`src/include/capp_params.svh`:
```
// constants for the current adc post-processing block
// Function
// - config bit 7 set connects the ground switch pin to analog ground.
// - ground switch enable with mode bit 6 selects the 20 kohm path.
// - accumulator field 00 stops accumulation and clears the total.
// - mode 01 adds positive, subtracts negative, total clamped at zero.
// - mode 10 adds positive, subtracts magnitude, total may go negative.
// - accumulator is 32 bits and wraps on overflow.
// - comparator field 00 disables comparator and its interrupt; a flag already set still drives cur_irq until a status read.
// - comparator mode 01 flags every result with magnitude at or above threshold.
// - mode 10 flags after limit hits; a low result zeroes the count.
// - mode 11 counts hits; a low result decrements count, floor zero.
// - bit 2 enables overrange flag after 125 us continuous gross overrange.
// - bit 0 enables result count mode; interrupt only when count equals limit.
// - in count mode only the latest voltage/temperature result is held.
// - result count resets to zero on reaching the limit and restarts.
// - 8-bit threshold count increments on hits; flag when equals limit.
// - unipolar compares 16 threshold bits; twos complement compares 15.
// - writes to channel control or mode register clear the result count.
`ifndef CAPP_PARAMS_SVH
`define CAPP_PARAMS_SVH
`define CAPP_OFS_CFG 12'h000
`define CAPP_OFS_MODE 12'h004
`define CAPP_OFS_CHCON 12'h008
`define CAPP_OFS_STATUS 12'h00c
`define CAPP_OFS_THRESH 12'h010
`define CAPP_OFS_TCL 12'h014
`define CAPP_OFS_THV 12'h018
`define CAPP_OFS_RCL 12'h01c
`define CAPP_OFS_RCV 12'h020
`define CAPP_OFS_ACC 12'h024
`define CAPP_OFS_VTDAT 12'h028
`define CAPP_CFG_RESET 8'h00
`define CAPP_TCL_RESET 8'h01
`define CAPP_RCL_RESET 16'h0001
`define CAPP_BIT_GSW 7
`define CAPP_BIT_OVR 2
`define CAPP_BIT_RCEN 0
`define CAPP_MODE_BIT_RES 6
`define CAPP_CLK_MHZ 125
`define CAPP_OVR_TIME_US 125
`define CAPP_OVR_CYCLES ((`CAPP_OVR_TIME_US * `CAPP_CLK_MHZ) + 1)
`define CAPP_ST_READY 0
`define CAPP_ST_VTREADY 1
`define CAPP_ST_CMP 3
`define CAPP_ST_OVR 4
`endif

```
`src/include/capp_pkg.sv`:
```
// types for the current adc post-processing block
package capp_pkg;
  typedef enum logic [1:0] {
    CAPP_ACC_OFF = 2'b00,
    CAPP_ACC_CLAMP = 2'b01,
    CAPP_ACC_SIGNED = 2'b10,
    CAPP_ACC_UNDEF = 2'b11
  } capp_acc_mode_t;
  typedef enum logic [1:0] {
    CAPP_CMP_OFF = 2'b00,
    CAPP_CMP_SINGLE = 2'b01,
    CAPP_CMP_RESET = 2'b10,
    CAPP_CMP_DECR = 2'b11
  } capp_cmp_mode_t;
  // one conversion result, from the current or the voltage/temperature channel
  typedef struct packed {
    logic valid;
    logic [15:0] data;
  } capp_result_t;
  typedef struct packed {
    logic gnd_switch;
    capp_acc_mode_t acc_mode;
    capp_cmp_mode_t cmp_mode;
    logic ovr_en;
    logic rsvd;
    logic rc_en;
  } capp_cfg_t;
endpackage : capp_pkg

```
`src/rtl/capp_core.sv`:
```
// current adc post-processing: config, accumulator, comparator, counters
`timescale 1ns/1ns
`include "capp_params.svh"
module capp_core #(
  parameter int OVR_CYCLES = `CAPP_OVR_CYCLES
) (
  input wire logic pclk,
  input wire logic presetn,
  input wire logic psel,
  input wire logic penable,
  input wire logic pwrite,
  input wire logic [11:0] paddr,
  input wire logic [31:0] pwdata,
  output logic [31:0] prdata,
  output logic pready,
  output logic pslverr,
  input wire capp_pkg::capp_result_t cur_result,
  input wire capp_pkg::capp_result_t vt_result,
  input wire logic twos_comp,
  input wire logic overrange_raw,
  output logic ground_switch_pin,
  output logic ground_switch_resistive,
  output logic cur_irq
);
  import capp_pkg::*;

  logic [7:0] cfg_reg;
  logic [7:0] mode_reg;
  logic [15:0] thresh_reg;
  logic [7:0] tcl_reg;
  logic [7:0] thv_reg;
  logic [15:0] rcl_reg;
  logic [15:0] rcv_reg;
  logic [31:0] acc_reg;
  logic [15:0] vtdat_reg;
  logic ready_reg;
  logic vtready_reg;
  logic cmp_reg;
  logic ovr_reg;
  logic [2:0] ovr_sync_reg;
  logic ovr_level_reg;
  logic [$clog2(OVR_CYCLES+1)-1:0] ovr_cnt_reg;
  capp_cfg_t cfg;
  capp_acc_mode_t acc_mode;
  capp_cmp_mode_t cmp_mode;

  // absolute value of a result, as 16 bits
  // the most negative code maps to 0x8000, above any 15-bit threshold
  function automatic logic [15:0] mag_of(input logic [15:0] v,
                                         input logic tc);
    if (tc && v[15]) begin
      mag_of = 16'(~v + 16'h0001);
    end else begin
      mag_of = v;
    end
  endfunction : mag_of

  assign cfg = capp_cfg_t'(cfg_reg);
  assign acc_mode = cfg.acc_mode;
  assign cmp_mode = cfg.cmp_mode;

  // apb decode; zero wait states, unmapped reads zero and error
  wire access = psel && penable;
  wire wr = access && pwrite;
  wire rd = access && !pwrite;
  wire hit_cfg = paddr == `CAPP_OFS_CFG;
  wire hit_mode = paddr == `CAPP_OFS_MODE;
  wire hit_chcon = paddr == `CAPP_OFS_CHCON;
  wire hit_status = paddr == `CAPP_OFS_STATUS;
  wire hit_thresh = paddr == `CAPP_OFS_THRESH;
  wire hit_tcl = paddr == `CAPP_OFS_TCL;
  wire hit_thv = paddr == `CAPP_OFS_THV;
  wire hit_rcl = paddr == `CAPP_OFS_RCL;
  wire hit_rcv = paddr == `CAPP_OFS_RCV;
  wire hit_acc = paddr == `CAPP_OFS_ACC;
  wire hit_vtdat = paddr == `CAPP_OFS_VTDAT;
  wire mapped = hit_cfg | hit_mode | hit_chcon | hit_status | hit_thresh |
                hit_tcl | hit_thv | hit_rcl | hit_rcv | hit_acc | hit_vtdat;
  assign pready = 1'b1;
  assign pslverr = access && !mapped;

  // result event and comparator decisions
  wire conv = cur_result.valid;
  wire [15:0] cur_mag = mag_of(cur_result.data, twos_comp);
  // twos complement data ignores the top threshold bit
  wire [15:0] th_eff = twos_comp ? {1'b0, thresh_reg[14:0]} : thresh_reg;
  wire at_or_above = cur_mag >= th_eff;
  wire cur_neg = twos_comp && cur_result.data[15];
  wire [31:0] mag32 = {16'h0000, cur_mag};
  wire [31:0] acc_sub = acc_reg - mag32;
  wire acc_under = acc_reg < mag32;
  wire rc_hit = cfg.rc_en && (16'(rcv_reg + 16'h0001) == rcl_reg);
  // reconfiguring the converter restarts the result count
  wire rc_clear = wr && (hit_chcon || hit_mode);
  wire [7:0] thv_inc = 8'(thv_reg + 8'h01);
  wire thv_limit = thv_inc == tcl_reg;
  wire ovr_agree = ovr_sync_reg[2] == ovr_sync_reg[1];
  wire ovr_level = ovr_level_reg;
  // status reads clear the sticky flags; a set in that cycle still wins
  wire clr_flags = rd && hit_status;

  // pins from config
  // the resistive path only matters while the switch is closed
  assign ground_switch_pin = cfg.gnd_switch;
  assign ground_switch_resistive =
    cfg.gnd_switch && mode_reg[`CAPP_MODE_BIT_RES];

  // read mux
  always_comb begin
    prdata = 32'h0000_0000;
    if (rd) begin
      if (hit_cfg) prdata = {24'h0, cfg_reg};
      if (hit_mode) prdata = {24'h0, mode_reg};
      if (hit_status) prdata = {27'h0, ovr_reg, cmp_reg, 1'b0,
                                vtready_reg, ready_reg};
      if (hit_thresh) prdata = {16'h0, thresh_reg};
      if (hit_tcl) prdata = {24'h0, tcl_reg};
      if (hit_thv) prdata = {24'h0, thv_reg};
      if (hit_rcl) prdata = {16'h0, rcl_reg};
      if (hit_rcv) prdata = {16'h0, rcv_reg};
      if (hit_acc) prdata = acc_reg;
      if (hit_vtdat) prdata = {16'h0, vtdat_reg};
    end
  end

  // configuration byte; bit 1 is kept as written, software leaves it zero
  always_ff @(posedge pclk or negedge presetn) begin
    if (!presetn) begin
      cfg_reg <= `CAPP_CFG_RESET;
    end else if (wr && hit_cfg) begin
      cfg_reg <= pwdata[7:0];
    end
  end

  // local stand-in for the converter mode byte; only bit 6 is used here
  always_ff @(posedge pclk or negedge presetn) begin
    if (!presetn) begin
      mode_reg <= 8'h00;
    end else if (wr && hit_mode) begin
      mode_reg <= pwdata[7:0];
    end
  end

  // current threshold, compared against result magnitudes
  always_ff @(posedge pclk or negedge presetn) begin
    if (!presetn) begin
      thresh_reg <= 16'h0000;
    end else if (wr && hit_thresh) begin
      thresh_reg <= pwdata[15:0];
    end
  end

  // threshold count limit
  always_ff @(posedge pclk or negedge presetn) begin
    if (!presetn) begin
      tcl_reg <= `CAPP_TCL_RESET;
    end else if (wr && hit_tcl) begin
      tcl_reg <= pwdata[7:0];
    end
  end

  // result count limit; zero only matches once the count wraps, on the 65536th result
  always_ff @(posedge pclk or negedge presetn) begin
    if (!presetn) begin
      rcl_reg <= `CAPP_RCL_RESET;
    end else if (wr && hit_rcl) begin
      rcl_reg <= pwdata[15:0];
    end
  end

  // 32-bit accumulator, wraps on the positive side
  // mode 11 is undefined; the total simply holds there
  always_ff @(posedge pclk or negedge presetn) begin
    if (!presetn) begin
      acc_reg <= 32'h0000_0000;
    end else if (acc_mode == CAPP_ACC_OFF) begin
      acc_reg <= 32'h0000_0000;
    end else if (conv && !cur_neg && acc_mode != CAPP_ACC_UNDEF) begin
      acc_reg <= 32'(acc_reg + mag32);
    end else if (conv && acc_mode == CAPP_ACC_CLAMP) begin
      acc_reg <= acc_under ? 32'h0000_0000 : acc_sub;
    end else if (conv && acc_mode == CAPP_ACC_SIGNED) begin
      acc_reg <= acc_sub;
    end
  end

  // threshold count and comparator flag; set wins over read clear
  // a count that reaches the limit restarts from zero
  always_ff @(posedge pclk or negedge presetn) begin
    if (!presetn) begin
      thv_reg <= 8'h00;
      cmp_reg <= 1'b0;
    end else if (cmp_mode == CAPP_CMP_OFF) begin
      thv_reg <= 8'h00;
      cmp_reg <= cmp_reg && !clr_flags;
    end else if (conv && at_or_above) begin
      if (cmp_mode == CAPP_CMP_SINGLE) begin
        cmp_reg <= 1'b1;
      end else begin
        thv_reg <= thv_limit ? 8'h00 : thv_inc;
        cmp_reg <= thv_limit || (cmp_reg && !clr_flags);
      end
    end else begin
      if (conv && cmp_mode == CAPP_CMP_RESET) begin
        thv_reg <= 8'h00;
      end else if (conv && cmp_mode == CAPP_CMP_DECR && thv_reg != 8'h00) begin
        thv_reg <= 8'(thv_reg - 8'h01);
      end
      cmp_reg <= cmp_reg && !clr_flags;
    end
  end

  // result counter; reconfiguring or leaving count mode restarts it
  always_ff @(posedge pclk or negedge presetn) begin
    if (!presetn) begin
      rcv_reg <= 16'h0000;
    end else if (rc_clear || !cfg.rc_en || (conv && rc_hit)) begin
      rcv_reg <= 16'h0000;
    end else if (conv) begin
      rcv_reg <= 16'(rcv_reg + 16'h0001);
    end
  end

  // current ready flag; without count mode every conversion sets it,
  // with count mode only the conversion that meets the limit does
  always_ff @(posedge pclk or negedge presetn) begin
    if (!presetn) begin
      ready_reg <= 1'b0;
    end else if (conv && (!cfg.rc_en || rc_hit)) begin
      ready_reg <= 1'b1;
    end else if (clr_flags) begin
      ready_reg <= 1'b0;
    end
  end

  // voltage/temperature data: keep only the latest result
  always_ff @(posedge pclk or negedge presetn) begin
    if (!presetn) begin
      vtdat_reg <= 16'h0000;
    end else if (vt_result.valid) begin
      vtdat_reg <= vt_result.data;
    end
  end

  // voltage/temperature ready; in count mode it waits for the counter,
  // so intermediate results are overwritten without raising a flag
  always_ff @(posedge pclk or negedge presetn) begin
    if (!presetn) begin
      vtready_reg <= 1'b0;
    end else if (vt_result.valid && !cfg.rc_en) begin
      vtready_reg <= 1'b1;
    end else if (conv && rc_hit) begin
      vtready_reg <= 1'b1;
    end else if (clr_flags) begin
      vtready_reg <= 1'b0;
    end
  end

  // pin synchroniser: the coarse comparator is not on this clock
  always_ff @(posedge pclk or negedge presetn) begin
    if (!presetn) begin
      ovr_sync_reg <= 3'b000;
    end else begin
      ovr_sync_reg <= {ovr_sync_reg[1:0], overrange_raw};
    end
  end

  // the level only moves once the last two stages agree
  always_ff @(posedge pclk or negedge presetn) begin
    if (!presetn) begin
      ovr_level_reg <= 1'b0;
    end else if (ovr_agree) begin
      ovr_level_reg <= ovr_sync_reg[2];
    end
  end

  // run length of the overrange level; saturates so it cannot wrap
  always_ff @(posedge pclk or negedge presetn) begin
    if (!presetn) begin
      ovr_cnt_reg <= '0;
    end else if (!cfg.ovr_en || !ovr_level) begin
      ovr_cnt_reg <= '0;
    end else if (ovr_cnt_reg != $bits(ovr_cnt_reg)'(OVR_CYCLES)) begin
      ovr_cnt_reg <= $bits(ovr_cnt_reg)'(ovr_cnt_reg + 1'b1);
    end
  end

  // sticky overrange flag once the run is long enough
  always_ff @(posedge pclk or negedge presetn) begin
    if (!presetn) begin
      ovr_reg <= 1'b0;
    end else if (cfg.ovr_en && ovr_level &&
                 ovr_cnt_reg == $bits(ovr_cnt_reg)'(OVR_CYCLES - 1)) begin
      ovr_reg <= 1'b1;
    end else if (clr_flags) begin
      ovr_reg <= 1'b0;
    end
  end

  // interrupt level: ready, comparator or overrange flag; the voltage/temperature ready bit is not included
  // a level, not a pulse: it drops when a status read clears the flags
  assign cur_irq = ready_reg || cmp_reg || ovr_reg;
endmodule : capp_core

```
`config.mk`:
```
export PLATFORM = sky130hd
export DESIGN_NAME = capp_core
export DESIGN_NICKNAME = d
export VERILOG_FILES = /design/src/include/capp_pkg.sv /design/src/rtl/capp_core.sv
export VERILOG_INCLUDE_DIRS = /design/src /design/src/include
export SDC_FILE = /design/constraint.sdc
export NUM_CORES = 1
export LEC_CHECK = 0
export CAP_MARGIN = 15
export CORE_AREA = 4 4 135 137
export CTS_BUF_LIST = sky130_fd_sc_hd__clkbuf_4
export CTS_CLUSTER_SIZE = 24
export DETAILED_ROUTE_END_ITERATION = 10
export DIE_AREA = 0 0 139 141
export DONT_BUFFER_PORTS = 1
export PLACE_DENSITY = 0.82
export SYNTH_ARGS = -nofsm -noshare
export SYNTH_HDL_FRONTEND = slang
export SYNTH_SLANG_ARGS = --single-unit
```
`constraint.sdc`:
```
create_clock -name pclk -period 3.25 [get_ports pclk]
set_input_delay 0.1625 -clock pclk [delete_from_list [all_inputs] [get_ports pclk]]
set_output_delay 0.1625 -clock pclk [all_outputs]
set_load 0.01 [all_outputs]
```
Yosys cells after proc, flatten, opt, wreduce, memory -nomap -nowiden
Cells that the tools add are included.
{"block": "classes", "bitwise_logic": 11, "n_addsub": 7, "magnitude_cmp": 2, "n_eq_ne": 22, "n_mux": 36, "reduce_logical": 55}
{"operator": "$mux W32", "count": 9}
{"operator": "$mux W16", "count": 8}
{"operator": "$mux W8", "count": 9}
{"operator": "$eq A12 B5 Y1 const B", "count": 4}
{"operator": "$eq A12 B6 Y1 const B", "count": 3}
{"operator": "$add A16 B1 Y16 const B", "count": 2}
{"operator": "$add A32 B16 Y32", "count": 1}
{"operator": "$lt A32 B16 Y1", "count": 1}
{"operator": "$sub A32 B16 Y32", "count": 1}
{"operator": "$logic_and A1 B1 Y1", "count": 28}
{"operator": "$mux W14", "count": 2}
{"operator": "$eq A12 B4 Y1 const B", "count": 2}
{"operator": "$eq A16 B16 Y1", "count": 1}
{"operator": "$ge A16 B16 Y1", "count": 1}
{"operator": "$not A16 Y16", "count": 1}
{"operator": "$add A14 B1 Y14 const B", "count": 1}
{"operator": "$eq A14 B14 Y1 const B", "count": 1}
{"operator": "$ne A14 B14 Y1 const B", "count": 1}
{"operator": "$eq A12 B3 Y1 const B", "count": 1}
{"operator": "$logic_not A12 Y1", "count": 1}
{"operator": "$or A1 B1 Y1", "count": 10}
{"operator": "$add A8 B1 Y8 const B", "count": 1}
{"operator": "$eq A8 B8 Y1", "count": 1}
{"operator": "$logic_or A1 B1 Y1", "count": 8}
{"operator": "other kinds (14)", "count": 35}
{"block": "totals", "regBits": 150, "input_bits": 85, "elab_cells": 149, "out_inout_bits": 37}

Depth between registers and ports, before layout
{"block": "logic_depth", "ltp_word": 13, "ltp_mapped": 16}

Worst setup path after synthesis
Ideal clock, no wire load.
{"block": "synth_path", "path_kind": "input-to-reg", "startpoint": "in cur_result[4] (netlist name)", "endpoint": "reg thv_reg[4]", "n_path_buf": 1, "arrival_ps": 3809, "setup_slack_ps": -700, "required_ps": 3109, "path_stages": 15, "path_cell_list": "nor4_1 > or2b_1 > or3b_2 > o31ai_1 > xnor2_1 > ha_1 > and3_1 > a221oi_1 > a221o_1 > a31oi_1 > o32ai_1 > clkbuf_1 > inv_1 > o22ai_1 > a211oi_1"}
{"block": "synth_via", "elab_chain_cells": 7, "elab_cells_between_ends": 10, "cone_classes": "add/sub (1); order compare (1); eq/ne (1); mux (3); bitwise (1); reduce/logical (3)"}
{"item": "start, declared", "line_no": "capp_core.sv:17", "text": "input wire capp_pkg::capp_result_t cur_result,"}
{"item": "$not A16 Y16", "line_no": "capp_core.sv:52", "text": "mag_of = 16'(~v + 16'h0001);"}
{"item": "$add A16 B1 Y16", "line_no": "capp_core.sv:52"}
{"item": "$mux W16 *", "line_no": "capp_core.sv:51", "text": "if (tc && v[15]) begin"}
{"item": "$ge A16 B16 Y1 *", "line_no": "capp_core.sv:87", "text": "wire at_or_above = cur_mag >= th_eff;"}
{"item": "$logic_and A1 B1 Y1 *", "line_no": "capp_core.sv:196", "text": "end else if (conv && at_or_above) begin"}
{"item": "$ne A3 B3 Y1 (no line) (tied with other cells)"}
{"item": "$reduce_and A2 Y1 (no line) or $mux W8 (tied branches)"}
{"item": "end signal, assigned", "line_no": "capp_core.sv:200", "text": "thv_reg <= thv_limit ? 8'h00 : thv_inc;"}
{"item": "end signal, assigned", "line_no": "capp_core.sv:207", "text": "thv_reg <= 8'(thv_reg - 8'h01);"}
{"item": "end, declared", "line_no": "capp_core.sv:31", "text": "logic [7:0] thv_reg;"}
Every way passes the cells marked *; elsewhere a longest branch is shown, timed or not.
A chain may end at the register's enable or synchronous reset.

Worst setup path after layout
{"block": "layout_path", "startpoint": "in cur_result[3] (netlist name)", "endpoint": "reg acc_reg[23]"}
{"block": "layout_via", "elab_chain_cells": 8, "elab_cells_between_ends": 11, "cone_classes": "add/sub (3); order compare (1); mux (6); bitwise (1)"}
{"item": "$not A16 Y16", "line_no": "capp_core.sv:52"}
{"item": "$add A16 B1 Y16", "line_no": "capp_core.sv:52"}
{"item": "$mux W16 *", "line_no": "capp_core.sv:51"}
{"item": "$sub A32 B16 Y32 or $lt A32 B16 Y1 (tied branches)", "line_no": "capp_core.sv:90, capp_core.sv:91"}
{"item": "$mux W32 (on tied branches)", "line_no": "capp_core.sv:182, capp_core.sv:181"}
{"item": "$mux W32", "line_no": "capp_core.sv:180", "text": "end else if (conv && acc_mode == CAPP_ACC_CLAMP) begin"}
{"item": "$mux W32 *", "line_no": "capp_core.sv:178", "text": "end else if (conv && !cur_neg && acc_mode != CAPP_ACC_UNDEF) begin"}
{"item": "$mux W32 *", "line_no": "capp_core.sv:176", "text": "end else if (acc_mode == CAPP_ACC_OFF) begin"}
{"item": "end signal, assigned", "line_no": "capp_core.sv:179", "text": "acc_reg <= 32'(acc_reg + mag32);"}
{"item": "end signal, assigned", "line_no": "capp_core.sv:181", "text": "acc_reg <= acc_under ? 32'h0000_0000 : acc_sub;"}
{"item": "end signal, assigned", "line_no": "capp_core.sv:183", "text": "acc_reg <= acc_sub;"}
{"item": "end, declared", "line_no": "capp_core.sv:34", "text": "logic [31:0] acc_reg;"}
Every way passes the cells marked *; elsewhere a longest branch is shown, timed or not. The select of a mux whose other input is x is not followed.

==> flow_summary.toml <==
[critical_path]
cp-start-kind = "primary input"
required_ns = 3.76
setup.worst_path.end_class = "flip-flop"
crit_fanout = 8
path_class = "primary input to flip-flop"
crit_arrival_ns = 3.68

[placed_design]
dp_hpwl_mm = 24.9
port-buffer-count = 0
placed_area_sq_um = 12400
place_ws_ns = -0.572
gp_congestion = 0.977

[detailed_routing]
drc = 0
ant_nets = 0
avgRoutedWirePerCell_microns = 21.9
drt-vias-per-instance = 6.81
drt_pass1_iterations = 8
first_iter_violations = 1666
routed_wl_mm = 36.3
vias = 11300

[timing]
fin_ws_ns = 0.0848
worstMarginPinSlew_ns = 0.955
fmax_mhz = 316
rsz0062_at_grt = "true"
min_period_ns = 3.17
fin_crit_sh = 0.974
finalMaxSlewViolations = 0
slew_headroom = 0.358
holdWs_ns = -0.762
hold_viol_final = 150
fin_worst_skew_ns = 0.0325
setup_viol = 0

[cells_and_area]
multi_input_area_sq_um = 7240
n_fill_cell = 1065
fin_area_sq_um = 13300
largest_reg_flops = 32
drive_above_1_share = 0.197
synthToLayoutAreaGrowth_pct = 18.4
layout_common_cells = "148 x dfrtp_1, 119 x nand2_1, 116 x buf_4, 91 x nor2_1, 76 x o21ai_0"
regArea_sq_um = 3760
finish.utilization = 0.781
final_common_cell = "dfrtp_1"
layout.nets = 1563

[yosys]
synth_top_area_cell = "dfrtp_1"
syn-instance-count = 1290
synth-main-ff-cell = "dfrtp_1"
synthTopCellsByArea = "dfrtp_1 33%, mux2_2 6.5%, ha_1 6.3%"
yosysSeqAreaShare = 0.334
ys_seq_elements = 150
syn_nets = 1434
synth_cell_type_count = 86
async_flop_share = 1.00
synth_edf_count = 0
avgSynthCellArea_sq_um = 8.72
ys_warn_count = 0
synth.cell_area_sq_um = 11200
synth_top_area_share = 0.329

[clocking]
cts_setup_buffers = 0
cts_max_level = 4
cts_root_buffer = "clkbuf_4"
cts_tree = "built"
hold_buffers = 61
numCtsBuffers = 17
cts.path.max_buffers = 2
clkLatencyLatePin_ns = 0.60
clk_pin_slew_ns = 0.15
clock-sinks = 150

[outcome]
outcome = "finished, violations left"
violations = "hold timing"

[pwr]
combPwrFrac = 0.177
cellLeakagePower_nw = 5.79
clockPowerShare = 0.307
p_seq_frac = 0.516
design_power_total_w = 0.00373
peakVddDrop_mv = 0.333
p_switching_w = 0.00119
swShare = 0.318
power_density_nw_per_um2 = 280
internal_power_w = 0.00255

[global_routing]
antenna_found_initial = 1
track_usage = 0.367
grt_pass1_vias = 11000
grt_max_degree = 151
grtUsageMet1 = 0.466
grt_first_pass_wirelength_mm = 58.3
use_met2 = 0.601
grt-ovfl-total = 0
grt.busiest_layer = "met2"
met3_usage = 0.0872

[die]
die-area_sq_um = 19600
die_width_microns = 139
core_area_sq_um = 17100
initial_core_util = 0.659
row_count = 48
io_pins = 122
die_h_microns = 141

[worst_hold_path]
holdCritPathClass = "primary input to async pin"

[job]
maxCapViolCount = 0
kinds of logic after synthesis:
group / after synthesis / synth area share
AND/OR/NAND/NOR: 451 / 0.206
AO/OA/AOI/OAI: 315 / 0.190
flip-flops: 150 / 0.334
buffers and inverters: 140 / 0.0505
multiplexers: 88 / 0.0856
XOR/XNOR: 84 / 0.0654
adder cells (fa/ha/maj): 61 / 0.0688
other: 1 / 0.000333
power by group through the flow:
stage / Clock [W] / Sequential [W] / Combinational [W]
final: 0.00115 / 0.00193 / 0.000661
after global routing: 0.00122 / 0.00193 / 0.000706
after floorplan: 0 / 0.00195 / 0.000411
after CTS: 0.00112 / 0.00193 / 0.000631
after global placement: 0 / 0.00196 / 0.000545
after detailed placement: 0 / 0.00196 / 0.000562
area by class of cell:
type / instances / area share
diodes: 1 / 0.000188
clock buffers: 18 / 0.0101
clock inverters: 14 / 0.00864
inverters: 71 / 0.0200
multi-input cells: 1000 / 0.544
flip-flops and latches: 150 / 0.282
well taps: 225 / 0.0211
repair buffers: 179 / 0.114
synth_stat cells, types with 36 or more instances:
cell      instances
a21oi_1          64
clkbuf_1         47
dfrtp_1         148
ha_1             57
inv_1            70
mux2_2           65
nand2_1         119
nand3_1          36
nor2_1           91
nor3_1           42
o21ai_0          82
xnor2_1          53
per-layer routing:
layer / routed length, microns / vias to the layer above
met4: 2090 / 0
li1: - / 4935
met1: 13700 / 5337
met5: 0 / -
met2: 16700 / 785
met3: 3820 / 227
stage by stage:
| stage | setup TNS (ns) | cells |
|---|---|---|
| 2_1_floorplan | -2.21 | 1290 |
| 3_3_place_gp | -12.73 | 1564 |
| 3_5_place_dp | -16.61 | 1564 |
| 4_1_cts | 0 | 1657 |
| 5_1_grt | -0.127 | 1658 |
| 6_report | 0 | 1658 |
worst paths after layout:
kind,start,endpoint,slack [ns],cells after the start
worst max-delay path,cur_result[3],acc_reg[23],0.08,14
worst min-delay path,presetn,thv_reg[3],-0.76,0
worst max register to register,acc_reg[0],acc_reg[23],0.16,12
worst min register to register,ovr_sync_reg[0],ovr_sync_reg[1],0.37,0
max in group asynchronous,presetn,rcv_reg[9],3.78,0
min in group pclk,paddr[3],thresh_reg[13],0.03,3
repair_timing:
action | in CTS | in global routing
hold endpoints to repair | 245 | 150
resized for setup | 0 | 16
setup endpoints to repair | 0 | 23
critical path: stages:
cell and delay [ns]:
nor4_4 0.34, or2b_1 0.28, or3b_4 0.42, o31ai_4 0.23, xnor2_2 0.12, buf_4 0.16
ha_1 0.29, or3_1 0.38, o211ai_1 0.35, a21bo_2 0.25, o31ai_4 0.08, buf_4 0.18
or3_1 0.34, o21ai_1 0.08
No activity file was read; power rests on OpenSTA's default activity.
